===== src/usb_term_pkg.sv =====
package usb_term_pkg;

   // speed select codes
   localparam logic [1:0] SPD_HS = 2'h0;
   localparam logic [1:0] SPD_FS = 2'h1;
   localparam logic [1:0] SPD_LS = 2'h2;

   // operating mode codes
   localparam logic [1:0] OPM_NORMAL   = 2'h0;
   localparam logic [1:0] OPM_TRISTATE = 2'h1;
   localparam logic [1:0] OPM_RAW      = 2'h2;

   // register fields written by the link
   typedef struct packed {
      logic [1:0] speed_select;
      logic       termination_select;
      logic [1:0] op_mode;
      logic       dplus_pulldown_bit;
      logic       dminus_pulldown_bit;
   } fields_t;

   // power-up and low-vbus defaults
   localparam fields_t DEFAULT_FIELDS = '{
      speed_select:        SPD_FS,
      termination_select:  1'b0,
      op_mode:             OPM_NORMAL,
      dplus_pulldown_bit:  1'b1,
      dminus_pulldown_bit: 1'b1
   };

   // resistor enables towards the analog front end
   typedef struct packed {
      logic dplus_pullup_enable;
      logic dminus_pullup_enable;
      logic dplus_pulldown_enable;
      logic dminus_pulldown_enable;
      logic hs_termination_enable;
   } resistors_t;

   localparam resistors_t RES_ALL_OFF        = '0;
   localparam resistors_t RES_PULLDOWNS_ONLY = '{1'b0, 1'b0, 1'b1, 1'b1, 1'b0};

   // line levels, serial framing constants
   localparam logic       LEVEL_J      = 1'b1;
   localparam logic       LEVEL_K      = 1'b0;
   localparam logic [7:0] SYNC_BYTE    = 8'h80;
   localparam logic [2:0] BIT_LAST     = 3'h7;
   localparam logic [2:0] STUFF_LIMIT  = 3'h6;
   localparam logic [1:0] EOP_SE0_BITS = 2'h2;

   typedef enum logic [1:0] {
      TX_IDLE = 2'h0,
      TX_SYNC = 2'h1,
      TX_DATA = 2'h3,
      TX_EOP  = 2'h2
   } txstate_t;

   // whole state of the line block
   typedef struct packed {
      resistors_t res;
      txstate_t   state;
      logic [7:0] shift;
      logic [2:0] bitCnt;
      logic [2:0] onesCnt;
      logic [1:0] eopCnt;
      logic       level;
      logic       raw;
      logic       txReady;
      logic       lineOeN;
      logic       lineDp;
      logic       lineDm;
   } core_t;

   localparam core_t CORE_RESET = '{
      res:     RES_PULLDOWNS_ONLY,
      state:   TX_IDLE,
      shift:   8'h00,
      bitCnt:  3'h0,
      onesCnt: 3'h0,
      eopCnt:  2'h0,
      level:   LEVEL_J,
      raw:     1'b0,
      txReady: 1'b0,
      lineOeN: 1'b1,
      lineDp:  1'b1,
      lineDm:  1'b0
   };

endpackage


===== src/usb_resistor_decode.sv =====
`timescale 1ns/1ns
module usb_resistor_decode (
   input  usb_term_pkg::fields_t    fields,
   output usb_term_pkg::resistors_t enables
);

   logic tristate;
   logic pullupWanted;

   // per-field decode of the five resistor enables
   always_comb begin
      tristate     = fields.op_mode == usb_term_pkg::OPM_TRISTATE;
      pullupWanted = fields.termination_select && !fields.dplus_pulldown_bit;
      enables      = usb_term_pkg::RES_ALL_OFF;
      if (!tristate) begin
         enables.dplus_pulldown_enable  = fields.dplus_pulldown_bit;
         enables.dminus_pulldown_enable = fields.dminus_pulldown_bit;
         enables.dminus_pullup_enable   = pullupWanted &&
            fields.speed_select == usb_term_pkg::SPD_LS;
         enables.dplus_pullup_enable    = pullupWanted &&
            fields.speed_select != usb_term_pkg::SPD_LS;
         enables.hs_termination_enable  = !fields.termination_select &&
            fields.speed_select == usb_term_pkg::SPD_HS;
      end
   end

endmodule


===== src/usb_line_termination_decoder.sv =====
`timescale 1ns/1ns
module usb_line_termination_decoder (
   input  wire logic                     clk,
   input  wire logic                     nrst,
   input  wire usb_term_pkg::fields_t    xcvrFields,
   input  wire logic                     vbusBelowSessEnd,
   input  wire logic                     txValid,
   input  wire logic [7:0]               txData,
   output usb_term_pkg::resistors_t      resistorEnables,
   output logic                          txReady,
   output logic                          lineOeN,
   output logic                          lineDp,
   output logic                          lineDm
);

   usb_term_pkg::core_t      cur_ff;
   usb_term_pkg::core_t      nxt_cur;
   usb_term_pkg::fields_t    eff;
   usb_term_pkg::resistors_t decoded;
   logic                     tristate;
   logic                     lowSpeed;
   logic                     resume;
   logic                     drive;
   logic                     se0;

   // defaults replace the link fields while vbus is low
   assign eff = vbusBelowSessEnd ? usb_term_pkg::DEFAULT_FIELDS : xcvrFields;

   usb_resistor_decode u_decode (
      .fields  (eff),
      .enables (decoded)
   );

   // next state: resistor enables and serial framing
   always_comb begin
      tristate = eff.op_mode == usb_term_pkg::OPM_TRISTATE;
      lowSpeed = eff.speed_select == usb_term_pkg::SPD_LS;
      resume   = eff.op_mode == usb_term_pkg::OPM_RAW &&
                 eff.speed_select != usb_term_pkg::SPD_HS;
      drive    = 1'b0;
      se0      = 1'b0;
      nxt_cur  = cur_ff;
      nxt_cur.res     = decoded;
      nxt_cur.txReady = 1'b0;
      case (cur_ff.state)
         usb_term_pkg::TX_IDLE: begin
            if (resume) begin
               drive         = 1'b1;
               nxt_cur.level = usb_term_pkg::LEVEL_K;
            end else if (!tristate && txValid) begin
               nxt_cur.raw     = eff.op_mode == usb_term_pkg::OPM_RAW;
               nxt_cur.bitCnt  = 3'h0;
               nxt_cur.onesCnt = 3'h0;
               nxt_cur.level   = usb_term_pkg::LEVEL_J;
               if (eff.op_mode == usb_term_pkg::OPM_RAW) begin
                  nxt_cur.state   = usb_term_pkg::TX_DATA;
                  nxt_cur.shift   = txData;
                  nxt_cur.txReady = 1'b1;
               end else begin
                  nxt_cur.state = usb_term_pkg::TX_SYNC;
                  nxt_cur.shift = usb_term_pkg::SYNC_BYTE;
               end
            end else begin
               nxt_cur.level = usb_term_pkg::LEVEL_J;
            end
         end
         usb_term_pkg::TX_SYNC, usb_term_pkg::TX_DATA: begin
            drive = 1'b1;
            if (!cur_ff.raw && cur_ff.onesCnt == usb_term_pkg::STUFF_LIMIT) begin
               // stuffed zero, data bit waits
               nxt_cur.level   = ~cur_ff.level;
               nxt_cur.onesCnt = 3'h0;
            end else begin
               if (cur_ff.raw) begin
                  nxt_cur.level = cur_ff.shift[0];
               end else if (!cur_ff.shift[0]) begin
                  nxt_cur.level = ~cur_ff.level; // nrzi: zero toggles
               end
               nxt_cur.onesCnt = cur_ff.shift[0] ? cur_ff.onesCnt + 3'h1 : 3'h0;
               nxt_cur.shift   = {1'b0, cur_ff.shift[7:1]};
               nxt_cur.bitCnt  = cur_ff.bitCnt + 3'h1;
               if (cur_ff.bitCnt == usb_term_pkg::BIT_LAST) begin
                  if (txValid) begin
                     nxt_cur.state   = usb_term_pkg::TX_DATA;
                     nxt_cur.shift   = txData;
                     nxt_cur.txReady = 1'b1;
                  end else if (cur_ff.raw) begin
                     nxt_cur.state = usb_term_pkg::TX_IDLE;
                  end else begin
                     nxt_cur.state  = usb_term_pkg::TX_EOP;
                     nxt_cur.eopCnt = 2'h0;
                  end
               end
            end
         end
         usb_term_pkg::TX_EOP: begin
            drive = 1'b1;
            if (cur_ff.onesCnt == usb_term_pkg::STUFF_LIMIT) begin
               nxt_cur.level   = ~cur_ff.level;
               nxt_cur.onesCnt = 3'h0;
            end else if (cur_ff.eopCnt < usb_term_pkg::EOP_SE0_BITS) begin
               se0            = 1'b1;
               nxt_cur.eopCnt = cur_ff.eopCnt + 2'h1;
            end else begin
               nxt_cur.level   = usb_term_pkg::LEVEL_J;
               nxt_cur.onesCnt = 3'h0;
               nxt_cur.state   = usb_term_pkg::TX_IDLE;
            end
         end
         default: begin
            nxt_cur.state = usb_term_pkg::TX_IDLE;
         end
      endcase
      // tristate drops the drivers and aborts any packet
      if (tristate) begin
         drive           = 1'b0;
         nxt_cur.state   = usb_term_pkg::TX_IDLE;
         nxt_cur.txReady = 1'b0;
      end
      nxt_cur.lineOeN = ~drive;
      nxt_cur.lineDp  = !se0 && (nxt_cur.level ^ lowSpeed);
      nxt_cur.lineDm  = !se0 && !(nxt_cur.level ^ lowSpeed);
   end

   // state register
   always_ff @(posedge clk or negedge nrst) begin
      if (!nrst) begin
         cur_ff <= usb_term_pkg::CORE_RESET;
      end else begin
         cur_ff <= nxt_cur;
      end
   end

   // outputs straight from the state register
   assign resistorEnables = cur_ff.res;
   assign txReady         = cur_ff.txReady;
   assign lineOeN         = cur_ff.lineOeN;
   assign lineDp          = cur_ff.lineDp;
   assign lineDm          = cur_ff.lineDm;

   // checks on resistor decode and framing
   AST_TRISTATE_ALL_OFF: assert property (@(posedge clk) disable iff (!nrst)
      (!vbusBelowSessEnd && xcvrFields.op_mode == usb_term_pkg::OPM_TRISTATE)
      |=> resistorEnables == usb_term_pkg::RES_ALL_OFF && lineOeN)
      else $error("tristate mode left a resistor or driver on");

   AST_DEFAULT_PULLDOWNS: assert property (@(posedge clk) disable iff (!nrst)
      vbusBelowSessEnd |=> resistorEnables == usb_term_pkg::RES_PULLDOWNS_ONLY)
      else $error("low vbus did not give pull-downs only");

   AST_PULLDOWN_FOLLOW: assert property (@(posedge clk) disable iff (!nrst)
      (!vbusBelowSessEnd && xcvrFields.op_mode != usb_term_pkg::OPM_TRISTATE)
      |=> resistorEnables.dplus_pulldown_enable == $past(xcvrFields.dplus_pulldown_bit) &&
          resistorEnables.dminus_pulldown_enable == $past(xcvrFields.dminus_pulldown_bit))
      else $error("pull-down enables do not follow their bits");

   AST_HS_TERMINATION: assert property (@(posedge clk) disable iff (!nrst)
      (!vbusBelowSessEnd && xcvrFields.op_mode != usb_term_pkg::OPM_TRISTATE &&
       xcvrFields.speed_select == usb_term_pkg::SPD_HS && !xcvrFields.termination_select)
      |=> resistorEnables.hs_termination_enable && !resistorEnables.dplus_pullup_enable &&
          !resistorEnables.dminus_pullup_enable)
      else $error("high-speed termination decode wrong");

   AST_FS_PERIPHERAL: assert property (@(posedge clk) disable iff (!nrst)
      (!vbusBelowSessEnd && xcvrFields.op_mode != usb_term_pkg::OPM_TRISTATE &&
       xcvrFields.speed_select == usb_term_pkg::SPD_FS && xcvrFields.termination_select &&
       !xcvrFields.dplus_pulldown_bit)
      |=> resistorEnables.dplus_pullup_enable && !resistorEnables.dminus_pullup_enable &&
          !resistorEnables.hs_termination_enable)
      else $error("full-speed peripheral pull-up wrong");

   AST_LS_PERIPHERAL: assert property (@(posedge clk) disable iff (!nrst)
      (!vbusBelowSessEnd && xcvrFields.op_mode != usb_term_pkg::OPM_TRISTATE &&
       xcvrFields.speed_select == usb_term_pkg::SPD_LS && xcvrFields.termination_select &&
       !xcvrFields.dplus_pulldown_bit)
      |=> resistorEnables.dminus_pullup_enable && !resistorEnables.dplus_pullup_enable &&
          !resistorEnables.hs_termination_enable)
      else $error("low-speed peripheral pull-up wrong");

   AST_PERIPH_CHIRP: assert property (@(posedge clk) disable iff (!nrst)
      (!vbusBelowSessEnd && xcvrFields.op_mode == usb_term_pkg::OPM_RAW &&
       xcvrFields.speed_select == usb_term_pkg::SPD_HS && xcvrFields.termination_select &&
       !xcvrFields.dplus_pulldown_bit)
      |=> resistorEnables.dplus_pullup_enable && !resistorEnables.hs_termination_enable)
      else $error("peripheral chirp resistors wrong");

   AST_HOST_FSLS: assert property (@(posedge clk) disable iff (!nrst)
      (!vbusBelowSessEnd && xcvrFields.op_mode != usb_term_pkg::OPM_TRISTATE &&
       xcvrFields.speed_select != usb_term_pkg::SPD_HS && xcvrFields.termination_select &&
       xcvrFields.dplus_pulldown_bit && xcvrFields.dminus_pulldown_bit)
      |=> resistorEnables == usb_term_pkg::RES_PULLDOWNS_ONLY)
      else $error("host full or low speed resistors wrong");

   AST_RESUME_K: assert property (@(posedge clk) disable iff (!nrst)
      (!vbusBelowSessEnd && xcvrFields.op_mode == usb_term_pkg::OPM_RAW &&
       xcvrFields.speed_select == usb_term_pkg::SPD_FS && cur_ff.state == usb_term_pkg::TX_IDLE)
      |=> !lineOeN && !lineDp && lineDm)
      else $error("resume does not drive full-speed K");

   AST_SYNC_LENGTH: assert property (@(posedge clk) disable iff (!nrst)
      (cur_ff.state == usb_term_pkg::TX_IDLE && txValid && !vbusBelowSessEnd &&
       xcvrFields.op_mode == usb_term_pkg::OPM_NORMAL)
      |=> (cur_ff.state == usb_term_pkg::TX_SYNC) [*8] ##1 cur_ff.state != usb_term_pkg::TX_SYNC)
      else $error("sync field not eight bit times");

   AST_EOP_SE0: assert property (@(posedge clk) disable iff (!nrst)
      (cur_ff.state == usb_term_pkg::TX_EOP && cur_ff.eopCnt == 2'h0 &&
       cur_ff.onesCnt != usb_term_pkg::STUFF_LIMIT && eff.op_mode != usb_term_pkg::OPM_TRISTATE)
      |=> (!lineOeN && !lineDp && !lineDm) [*2] ##1 (!lineOeN && lineDp != lineDm))
      else $error("end of packet not two se0 then j");

   // resistor decode invariants, whatever the fields
   AST_PULLUPS_EXCLUSIVE: assert property (@(posedge clk) disable iff (!nrst)
      !(resistorEnables.dplus_pullup_enable && resistorEnables.dminus_pullup_enable))
      else $error("both pull-ups enabled together");

   AST_TERM_NO_PULLUP: assert property (@(posedge clk) disable iff (!nrst)
      resistorEnables.hs_termination_enable |->
      !resistorEnables.dplus_pullup_enable && !resistorEnables.dminus_pullup_enable)
      else $error("termination enabled beside a pull-up");

   AST_TERM_SOURCE: assert property (@(posedge clk) disable iff (!nrst)
      resistorEnables.hs_termination_enable |->
      $past(eff.speed_select) == usb_term_pkg::SPD_HS && !$past(eff.termination_select))
      else $error("termination enabled without high-speed fields");

   AST_PULLUP_SOURCE: assert property (@(posedge clk) disable iff (!nrst)
      (resistorEnables.dplus_pullup_enable || resistorEnables.dminus_pullup_enable) |->
      $past(eff.termination_select) && !$past(eff.dplus_pulldown_bit) &&
      $past(eff.op_mode) != usb_term_pkg::OPM_TRISTATE)
      else $error("pull-up enabled without termination select");

   AST_LS_PULLUP_SIDE: assert property (@(posedge clk) disable iff (!nrst)
      resistorEnables.dminus_pullup_enable |-> $past(eff.speed_select) == usb_term_pkg::SPD_LS)
      else $error("D- pull-up outside low speed");

   AST_DP_PULLUP_SIDE: assert property (@(posedge clk) disable iff (!nrst)
      resistorEnables.dplus_pullup_enable |-> $past(eff.speed_select) != usb_term_pkg::SPD_LS)
      else $error("D+ pull-up at low speed");

   // transmit framing invariants
   AST_READY_ONE_CYCLE: assert property (@(posedge clk) disable iff (!nrst)
      txReady |=> !txReady)
      else $error("byte handshake longer than one cycle");

   AST_TRISTATE_ABORT: assert property (@(posedge clk) disable iff (!nrst)
      tristate |=> cur_ff.state == usb_term_pkg::TX_IDLE && !txReady && lineOeN)
      else $error("tristate did not abort the packet");

   AST_IDLE_RELEASE: assert property (@(posedge clk) disable iff (!nrst)
      (cur_ff.state == usb_term_pkg::TX_IDLE && !resume) |=> lineOeN)
      else $error("lines driven while idle");

   AST_FRAME_DRIVEN: assert property (@(posedge clk) disable iff (!nrst)
      (cur_ff.state != usb_term_pkg::TX_IDLE && !tristate) |=> !lineOeN)
      else $error("lines released inside a packet");

   AST_RAW_NO_SYNC: assert property (@(posedge clk) disable iff (!nrst)
      (cur_ff.state == usb_term_pkg::TX_IDLE && txValid && !tristate && !resume &&
       eff.op_mode == usb_term_pkg::OPM_RAW)
      |=> cur_ff.state == usb_term_pkg::TX_DATA && txReady)
      else $error("raw byte not taken at once");

   AST_STUFF_TOGGLE: assert property (@(posedge clk) disable iff (!nrst)
      (cur_ff.state != usb_term_pkg::TX_IDLE && !cur_ff.raw &&
       cur_ff.onesCnt == usb_term_pkg::STUFF_LIMIT)
      |=> cur_ff.level != $past(cur_ff.level))
      else $error("no stuffed zero after six ones");

   AST_SE0_IN_EOP: assert property (@(posedge clk) disable iff (!nrst)
      (!lineDp && !lineDm) |-> $past(cur_ff.state) == usb_term_pkg::TX_EOP)
      else $error("se0 outside end of packet");

   AST_LS_RESUME_K: assert property (@(posedge clk) disable iff (!nrst)
      (!vbusBelowSessEnd && xcvrFields.op_mode == usb_term_pkg::OPM_RAW &&
       xcvrFields.speed_select == usb_term_pkg::SPD_LS && cur_ff.state == usb_term_pkg::TX_IDLE)
      |=> !lineOeN && lineDp && !lineDm)
      else $error("resume does not drive low-speed K");

   COV_PERIPH_FS: cover property (@(posedge clk) disable iff (!nrst)
      resistorEnables.dplus_pullup_enable && !resistorEnables.dplus_pulldown_enable);
   COV_HS_TERM: cover property (@(posedge clk) disable iff (!nrst)
      resistorEnables.hs_termination_enable);
   COV_PACKET: cover property (@(posedge clk) disable iff (!nrst)
      cur_ff.state == usb_term_pkg::TX_DATA ##1 cur_ff.state == usb_term_pkg::TX_EOP);
   COV_RESUME: cover property (@(posedge clk) disable iff (!nrst)
      resume && !lineOeN);
   COV_STUFF: cover property (@(posedge clk) disable iff (!nrst)
      cur_ff.state == usb_term_pkg::TX_EOP && cur_ff.onesCnt == usb_term_pkg::STUFF_LIMIT);

endmodule


===== config.mk =====
export PLATFORM = sky130hd
export DESIGN_NAME = usb_line_termination_decoder
export DESIGN_NICKNAME = d
export VERILOG_FILES = /design/src/usb_term_pkg.sv /design/src/usb_resistor_decode.sv /design/src/usb_line_termination_decoder.sv
export SDC_FILE = /design/constraint.sdc
export NUM_CORES = 1
export LEC_CHECK = 0
export BUFFER_PORTS_ARGS = -buffer_cell sky130_fd_sc_hd__buf_2
export CORE_ASPECT_RATIO = 0.5
export CORE_MARGIN = 8
export CORE_UTILIZATION = 55
export CTS_CLUSTER_SIZE = 30
export DETAILED_ROUTE_END_ITERATION = 6
export PLACE_DENSITY_LB_ADDON = 0.08
export SYNTH_ARGS = -nofsm -noshare
export SYNTH_HDL_FRONTEND = slang
export SYNTH_HIERARCHICAL = 1
export SYNTH_SLANG_ARGS = --single-unit

===== constraint.sdc =====
create_clock -name clk -period 4 [get_ports clk]
set_input_delay 0.2 -clock clk [delete_from_list [all_inputs] [get_ports clk]]
set_output_delay 0.2 -clock clk [all_outputs]
set_load 0.005 [all_outputs]

==> run_results.csv, run 1 <==
group,metric,value,unit
status,status,"finished clean",
grt,busiest_layer,"met2",
logic_synthesis,syn-num-nets,197,
route,routed_wl,3.46,mm
route,ant_nets,0,
route,detail_route.wl_per_cell,14.5,µm
logic_synthesis,synth.distinct_cells,42,
floorplanning,chipWidth,93.3,µm
pwr,p_leak,0.867,nW
floorplanning,die_height,54.7,µm
cells_and_area,synthToLayoutAreaGrowth,14.1,%
clocking,clock-sinks,29,
clocking,ctsHoldBuffers,1,
placed_design,gp_congestion,0.828,
sta,fin_skew,0.00336,ns
logic_synthesis,synth_flop_cell,"dfrtp_1",
grt,antenna_found_initial,0,
sta,min_period,1.93,ns
critical_path,endpoint_kind,"flop",
floorplanning,core_area,2930,µm²
sta,slew_violations,0,
placed_design,dp_cells,230,
critical_path,start_kind,"flop",
grt,overflow,0,
logic_synthesis,seq_area_frac_synth,44.5,%
placed_design,port_buffers,27,
floorplanning,io_pins,28,
logic_synthesis,async_reset_ff_share,100,%
clocking,cts_tree,"yes",
hold_path,min_path_type,"in2reg",
cells_and_area,nets,221,
critical_path,crit_type,"reg2reg",
logic_synthesis,synth_cells,174,
critical_path,reg2reg_depth,6,
critical_path,rrSetupSlack,2.07,ns
flow_run,max-cap-violations,0,
placed_design,dpl.hpwl,2.59,mm
grt,gr-usage-all-layers,14.7,%
logic_synthesis,avgSynthCellArea,9.45,µm²
critical_path,critPathSlowestCell,"o21ai_1",
critical_path,path_cells,"inv_1 > ha_1 > nand2_1 > o21ai_1 > nand2_4 > mux2_1",
sta,max-slew-margin-rel,56.7,%
route,avgViaCountPerCell,5.46,
critical_path,cp.required,4.16,ns
pwr,ir_drop,0.310,mV
cells_and_area,antenna_cells,0,
clocking,cts_resized,0,
logic_synthesis,synth_area,1640,µm²
grt,gr-usage-met2,23.1,%
floorplanning,initial_core_util,56.2,%
route,initialDrtViolationCount,94,
critical_path,worst_ep_arrival_time,2.08,ns
grt,grt_pass1_wl,5.80,mm
clocking,ctsLongestPathBuffers,2,
cells_and_area,drive_above_1_share,27.6,%
sta,tns,0,ns
grt,grt_max_degree,30,
logic_synthesis,ys_warn_count,6,
floorplanning,rows,14,
hold_path,hold_start,"xcvrFields[6]",
grt,use_met3,6.16,%
cells_and_area,instances_no_fill,239,
sta,hold_viol,0,
hold_path,holdPathEnd,"lineDp",
logic_synthesis,ys_ff_latch,29,
clocking,root_buffer,"clkbuf_8",
grt,grtUsageMet1,18.0,%
clocking,clkTransAtPathRegs,0.06,ns
sta,rsz0062_at_grt,"false",
sta,setup_viol,0,
logic_synthesis,synth_edf_count,0,
clocking,htreeDepth,2,
pwr,power_density,629,nW/µm²
clocking,cts_buffers,5,
clocking,cts_setup_buffers,0,
clocking,clock_latency,0.28,ns
pwr,power.total,1.18,mW
sta,tightest_slew,0.649,ns
floorplanning,fp.dieArea,5100,µm²
critical_path,r2r_start,"cur_ff[8]",
sta,fin_crit_sh,48.1,%
grt,grt_pass1_vias,1281,
critical_path,r2r_end,"cur_ff[19]",
critical_path,path_max_fanout,8,
critical_path,slowest_delay,0.44,ns
sta,max_freq,0.519,GHz
cells_and_area,fillers,256,
hold_path,min_path_cells,3,
route,first_pass_iters,4,
route,vias,1305,
route,drc,0,
==> per-layer routing <==
layer / part of all wire (%) / up-vias
met5: 0 / -
met4: 1.2 / 0
met3: 7.9 / 7
met2: 43 / 31
met1: 48 / 613
li1: - / 654
==> flip-flops by register name, summed over array words and instances, names as in the netlist <==
register         cells
cur_ff              20
lineDm               1
lineDp               1
lineOeN              1
resistorEnables      5
txReady              1
==> worst max-delay path: cells and delay by family (launching register included) <==
kind / cells / cell delay, ns
flip-flops: 1 / 0.40
AND/OR/NAND/NOR: 2 / 0.34
AO/OA/AOI/OAI: 1 / 0.44
adder cells (fa/ha/maj): 1 / 0.20
multiplexers: 1 / 0.35
buffers and inverters: 1 / 0.07
==> logic make-up after synthesis <==
kind of cell | synth area share (%)
AO/OA/AOI/OAI | 15.6
adder cells (fa/ha/maj) | 3.04
buffers and inverters | 4.87
flip-flops | 44.5
multiplexers | 7.23
AND/OR/NAND/NOR | 24.7
==> cell type report <==
class	instances	area (µm²)	area share, %
Clock buffer	7	96.3	5.14
Clock inverter	1	5.00	0.267
Multi-Input combinational cell	130	832	44.4
Timing Repair Buffer	28	145	7.74
Tap cell	40	50.0	2.67
Sequential cell	29	732	39.0
Inverter	4	15.0	0.801
==> worst max-delay path by stage <==
| stage | cells after the start | startpoint | end | slack, ns |
|---|---|---|---|---|
| 5_1_grt | 6 | cur_ff[8] | cur_ff[19] | 1.94 |
| 6_report | 6 | cur_ff[8] | cur_ff[19] | 2.07 |
| 3_5_place_dp | 6 | cur_ff[8] | cur_ff[19] | 2.09 |
| 4_1_cts | 6 | cur_ff[8] | cur_ff[19] | 2.09 |
| 3_3_place_gp | 6 | cur_ff[8] | cur_ff[18] | 2.19 |
| 2_1_floorplan | 6 | cur_ff[8] | cur_ff[18] | 2.31 |
==> per-stage QoR <==
stage,instance area (µm²),util [%],hold slack [ns],setup WS [ns]
final,1880,64.1,0.235,2.07
after global routing,1880,64.1,0.241,1.94
after global placement,1760,60.3,0.252,2.19
after floorplan,1640,-,-0.0956,2.31
after CTS,1880,64.1,0.235,2.09
after detailed placement,1760,60.3,0.276,2.09
==> report_power, final <==
| part | internal [mW] | total, mW | switching (mW) |
|---|---|---|---|
| Sequential | 0.408 | 0.506 | 0.0976 |
| Combinational | 0.191 | 0.410 | 0.219 |
| Clock | 0.155 | 0.264 | 0.109 |
| Total | 0.755 | 1.18 | 0.426 |
==> cell usage in the layout, fill, tap and decap left out, drive strengths merged, types with 4 or more instances in the layout <==
master / count
o21ai: 15
nor2: 8
nand2: 31
inv: 4
ha: 4
nand2b: 5
mux2i: 4
a21oi: 12
buf: 27
dfstp: 5
dfrtp: 24
mux2: 7
nand3: 5
clkbuf: 7
nor2b: 9
==> cell usage after synthesis, drive strengths merged, types with 2 or more instances <==
cell type  number  share of area, %
nor3            3              0.91
mux2            7               4.8
nand3           5               1.5
nor2b           9               3.9
dfrtp          24                37
clkbuf          2              0.46
nor4b           3               2.4
and2            2              0.76
o21ai          15               4.6
dfstp           5               8.0
nand2          31               7.5
a211oi          3               1.4
mux2i           4               2.4
nor3b           3               2.0
or2             2              0.76
inv             4              0.91
nand2b          5               1.9
nor2            8               1.8
buf             9               3.5
a21oi          12               3.7
ha              4               3.0
(Power assumes the default switching activity.)
==> run 2: changes to the inputs <==
--- a/config.mk
+++ b/config.mk
@@ -5,6 +5,7 @@
 export SDC_FILE = /design/constraint.sdc
 export NUM_CORES = 1
 export LEC_CHECK = 0
+export ABC_AREA = 1
 export BUFFER_PORTS_ARGS = -buffer_cell sky130_fd_sc_hd__buf_2
 export CORE_ASPECT_RATIO = 0.5
 export CORE_MARGIN = 8
==> constraint.sdc (replaced) <==
create_clock -name clk -period 1.83 [get_ports clk]
set_input_delay 0.0915 -clock clk [delete_from_list [all_inputs] [get_ports clk]]
set_output_delay 0.0915 -clock clk [all_outputs]
set_load 0.005 [all_outputs]
==> run 2 against run 1 <==
Against the previous run: sequential power rose by 110%; clock power grew 91%; via count grew 8.6%; critical endpoint is now cur_ff[18].
==> run_results.csv, run 2 <==
group,metric,value,unit
logic_synthesis,synth_top_area_share,36.5,%
cells_and_area,layout_commonest_cell,"nand2_1",
cells_and_area,final_cell_mix,"nand2_1, inv_1, buf_2",
cells_and_area,largest-register,"cur_ff",
cells_and_area,instances_no_fill,292,
cells_and_area,post-route-util,64.2,%
logic_synthesis,synth_top_cell_by_area,"dfrtp_1",
pwr,p_sw_share,40.9,%
route,initialDrtViolationCount,81,
placed_design,dp_cells,283,
hold_path,min_path_type,"in2reg",
floorplanning,fp.dieArea,5100,µm²
clocking,ctsLongestPathBuffers,2,
logic_synthesis,seq_area_frac_synth,44.5,%
pwr,p_seq_share,40.7,%
pwr,p_int,1.52,mW
clocking,clkTransAtPathRegs,0.06,ns
logic_synthesis,synth_area,1640,µm²
cells_and_area,nets,274,
sta,max-slew-margin-rel,57.8,%
grt,grt_max_degree,30,
route,routed_wl,3.23,mm
critical_path,cp.required,2.04,ns
logic_synthesis,synth.area.top_cells,"dfrtp_1, nand2_1, dfstp_2",
pwr,combPwrFrac,39.6,%
route,detail_route.wl_per_cell,11.0,µm
pwr,power.total,2.57,mW
sta,rsz0062_at_grt,"false",
clocking,htreeDepth,2,
placed_design,dpl.hpwl,2.50,mm
sta,tightest_slew,0.633,ns
sta,max_freq,0.632,GHz
sta,tns,0,ns
route,ant_nets,0,
cells_and_area,synthToLayoutAreaGrowth,14.2,%
critical_path,endpoint_kind,"flop",
grt,gr-usage-met2,23.4,%
placed_design,gp_congestion,0.818,
clocking,cts_tree,"yes",
flow_run,max-cap-violations,0,
placed_design,port_buffers,27,
logic_synthesis,syn-num-nets,245,
floorplanning,core_area,2930,µm²
clocking,clock-sinks,29,
grt,grtUsageMet1,17.1,%
logic_synthesis,synth_flop_cell,"dfrtp_1",
floorplanning,initial_core_util,56.2,%
logic_synthesis,avgSynthCellArea,7.41,µm²
critical_path,crit_type,"reg2reg",
sta,setup_viol,0,
floorplanning,chipWidth,93.3,µm
grt,grt_pass1_vias,1332,
placed_design,dpl_worst_slack,0.170,ns
sta,slew_violations,0,
route,vias,1417,
floorplanning,die_height,54.7,µm
status,status,"finished clean",
logic_synthesis,ys_ff_latch,29,
critical_path,path_max_fanout,9,
logic_synthesis,synth_common_cells,"nand2_1, inv_1, dfrtp_1, nor2_1, a21oi_1",
critical_path,path_cells,"ha_1 > ha_1 > nand2_1 > nand2_2 > inv_2 > nand2_1 > a21oi_1 > nand2_1 > nand2_1",
critical_path,critPathSlowestCell,"dfrtp_1",
pwr,switchingPower,1.05,mW
pwr,ir_drop,0.676,mV
pwr,p_leak,1.06,nW
critical_path,crit_top_cell,"nand2_1",
sta,min_period,1.58,ns
pwr,share_clk_of_total_power,19.6,%
logic_synthesis,synth_most_common_cell,"nand2_1",
sta,fin_crit_sh,86.5,%
grt,busiest_layer,"met2",
logic_synthesis,synth_edf_count,0,
logic_synthesis,synth.distinct_cells,28,
route,drc,0,
grt,use_met3,5.06,%
grt,grt_pass1_wl,5.67,mm
logic_synthesis,ys_warn_count,6,
sta,layout_setup_ws,0.247,ns
pwr,power_density,1370,nW/µm²
sta,hold_viol,0,
critical_path,worst_ep_arrival_time,1.80,ns
logic_synthesis,async_reset_ff_share,100,%
critical_path,slowest_delay,0.40,ns
cells_and_area,antenna_cells,0,
route,first_pass_iters,4,
grt,overflow,0,
clocking,clock_latency,0.28,ns
clocking,cts_buffers,5,
floorplanning,io_pins,28,
sta,fin_skew,0.00210,ns
floorplanning,rows,14,
grt,gr-usage-all-layers,14.1,%
logic_synthesis,synth_cells,222,
route,avgViaCountPerCell,4.85,
cells_and_area,largest_register_ffs,20,
critical_path,start_kind,"flop",
grt,antenna_found_initial,0,
clocking,root_buffer,"clkbuf_8",
clocking,cts_setup_buffers,0,
cells_and_area,drive_above_1_share,23.4,%
[run 2: cell types whose count changed after synthesis, sizes merged, moves of 4 or more]
| cell | change |
|---|---|
| mux2 | -7 |
| nor2b | -9 |
| nand3 | +5 |
| o21ai | -4 |
| nand2 | +52 |
| mux2i | -4 |
| nor2 | +10 |
| inv | +31 |
| nand2b | -5 |
[run 2: final timing paths]
| path | start | endpoint | slack, ns | cells past startpoint |
|---|---|---|---|---|
| max | cur_ff[11] | cur_ff[18] | 0.25 | 9 |
| min | xcvrFields[3] | lineOeN | 0.11 | 3 |
| min in group asynchronous | nrst | cur_ff[20] | 0.37 | 2 |
| min reg2reg | cur_ff[13] | cur_ff[13] | 0.49 | 2 |
| max in group asynchronous | nrst | resistorEnables[0] | 1.05 | 2 |
| max reg2reg | cur_ff[11] | cur_ff[18] | 0.25 | 9 |
[run 2: final cells by class]
| type | count | area [µm²] |
|---|---|---|
| Fill cell | 283 | 1050 |
| Sequential cell | 29 | 732 |
| Multi-Input combinational cell | 151 | 729 |
| Timing Repair Buffer | 29 | 153 |
| Inverter | 35 | 131 |
| Clock buffer | 6 | 72.6 |
| Tap cell | 40 | 50.0 |
| Clock inverter | 2 | 10.0 |
[run 2: logic make-up (layout without fill, tap and decap cells)]
kind of cell               Yosys count  in the layout  synth area share (%)
and+or+nand+nor                    118            118                  31.3
buffers and inverters               42             72                  11.3
DFF                                 29             29                  44.5
AOI/OAI and AO/OA                   28             28                  9.36
adders and majority gates            4              4                  3.04
xor gates and xnor gates             1              1                 0.533
[run 2: what timing repair did]
| action | CTS | global route |
|---|---|---|
| hold buffers | 1 | 0 |
| resized for setup | 0 | 1 |
| endpoints found under the setup margin | 0 | 1 |
| endpoints found under the hold margin | 24 | 0 |
[run 2: through the flow]
step           area (µm²)  hold slack [ns]
2_1_floorplan        1640           -0.204
3_3_place_gp         1780            0.148
3_5_place_dp         1780            0.155
4_1_cts              1880            0.109
5_1_grt              1880            0.127
6_report             1880            0.113
[run 2: metal layers]
metal,wire (µm),vias up
met1,1570,645
met3,211,2
met4,7,0
met2,1440,28
li1,-,742
met5,0,-
[run 2: worst max-delay path: cells and delay by family (launching register included)]
kind | cells | cell delay [ns]
AOI/OAI and AO/OA | 1 | 0.13
adders and majority gates | 2 | 0.43
buffers and inverters | 1 | 0.16
DFF | 1 | 0.40
and+or+nand+nor | 5 | 0.40
[run 2: power groups by stage]
| stage | Combinational (mW) | Sequential (mW) | Clock [mW] |
|---|---|---|---|
| 2_1_floorplan | 0.820 | 0.995 | 0 |
| 3_3_place_gp | 0.997 | 1.05 | 0 |
| 3_5_place_dp | 1.03 | 1.05 | 0 |
| 4_1_cts | 1.03 | 1.05 | 0.518 |
| 5_1_grt | 1.19 | 1.07 | 0.537 |
| 6_report | 1.02 | 1.05 | 0.505 |
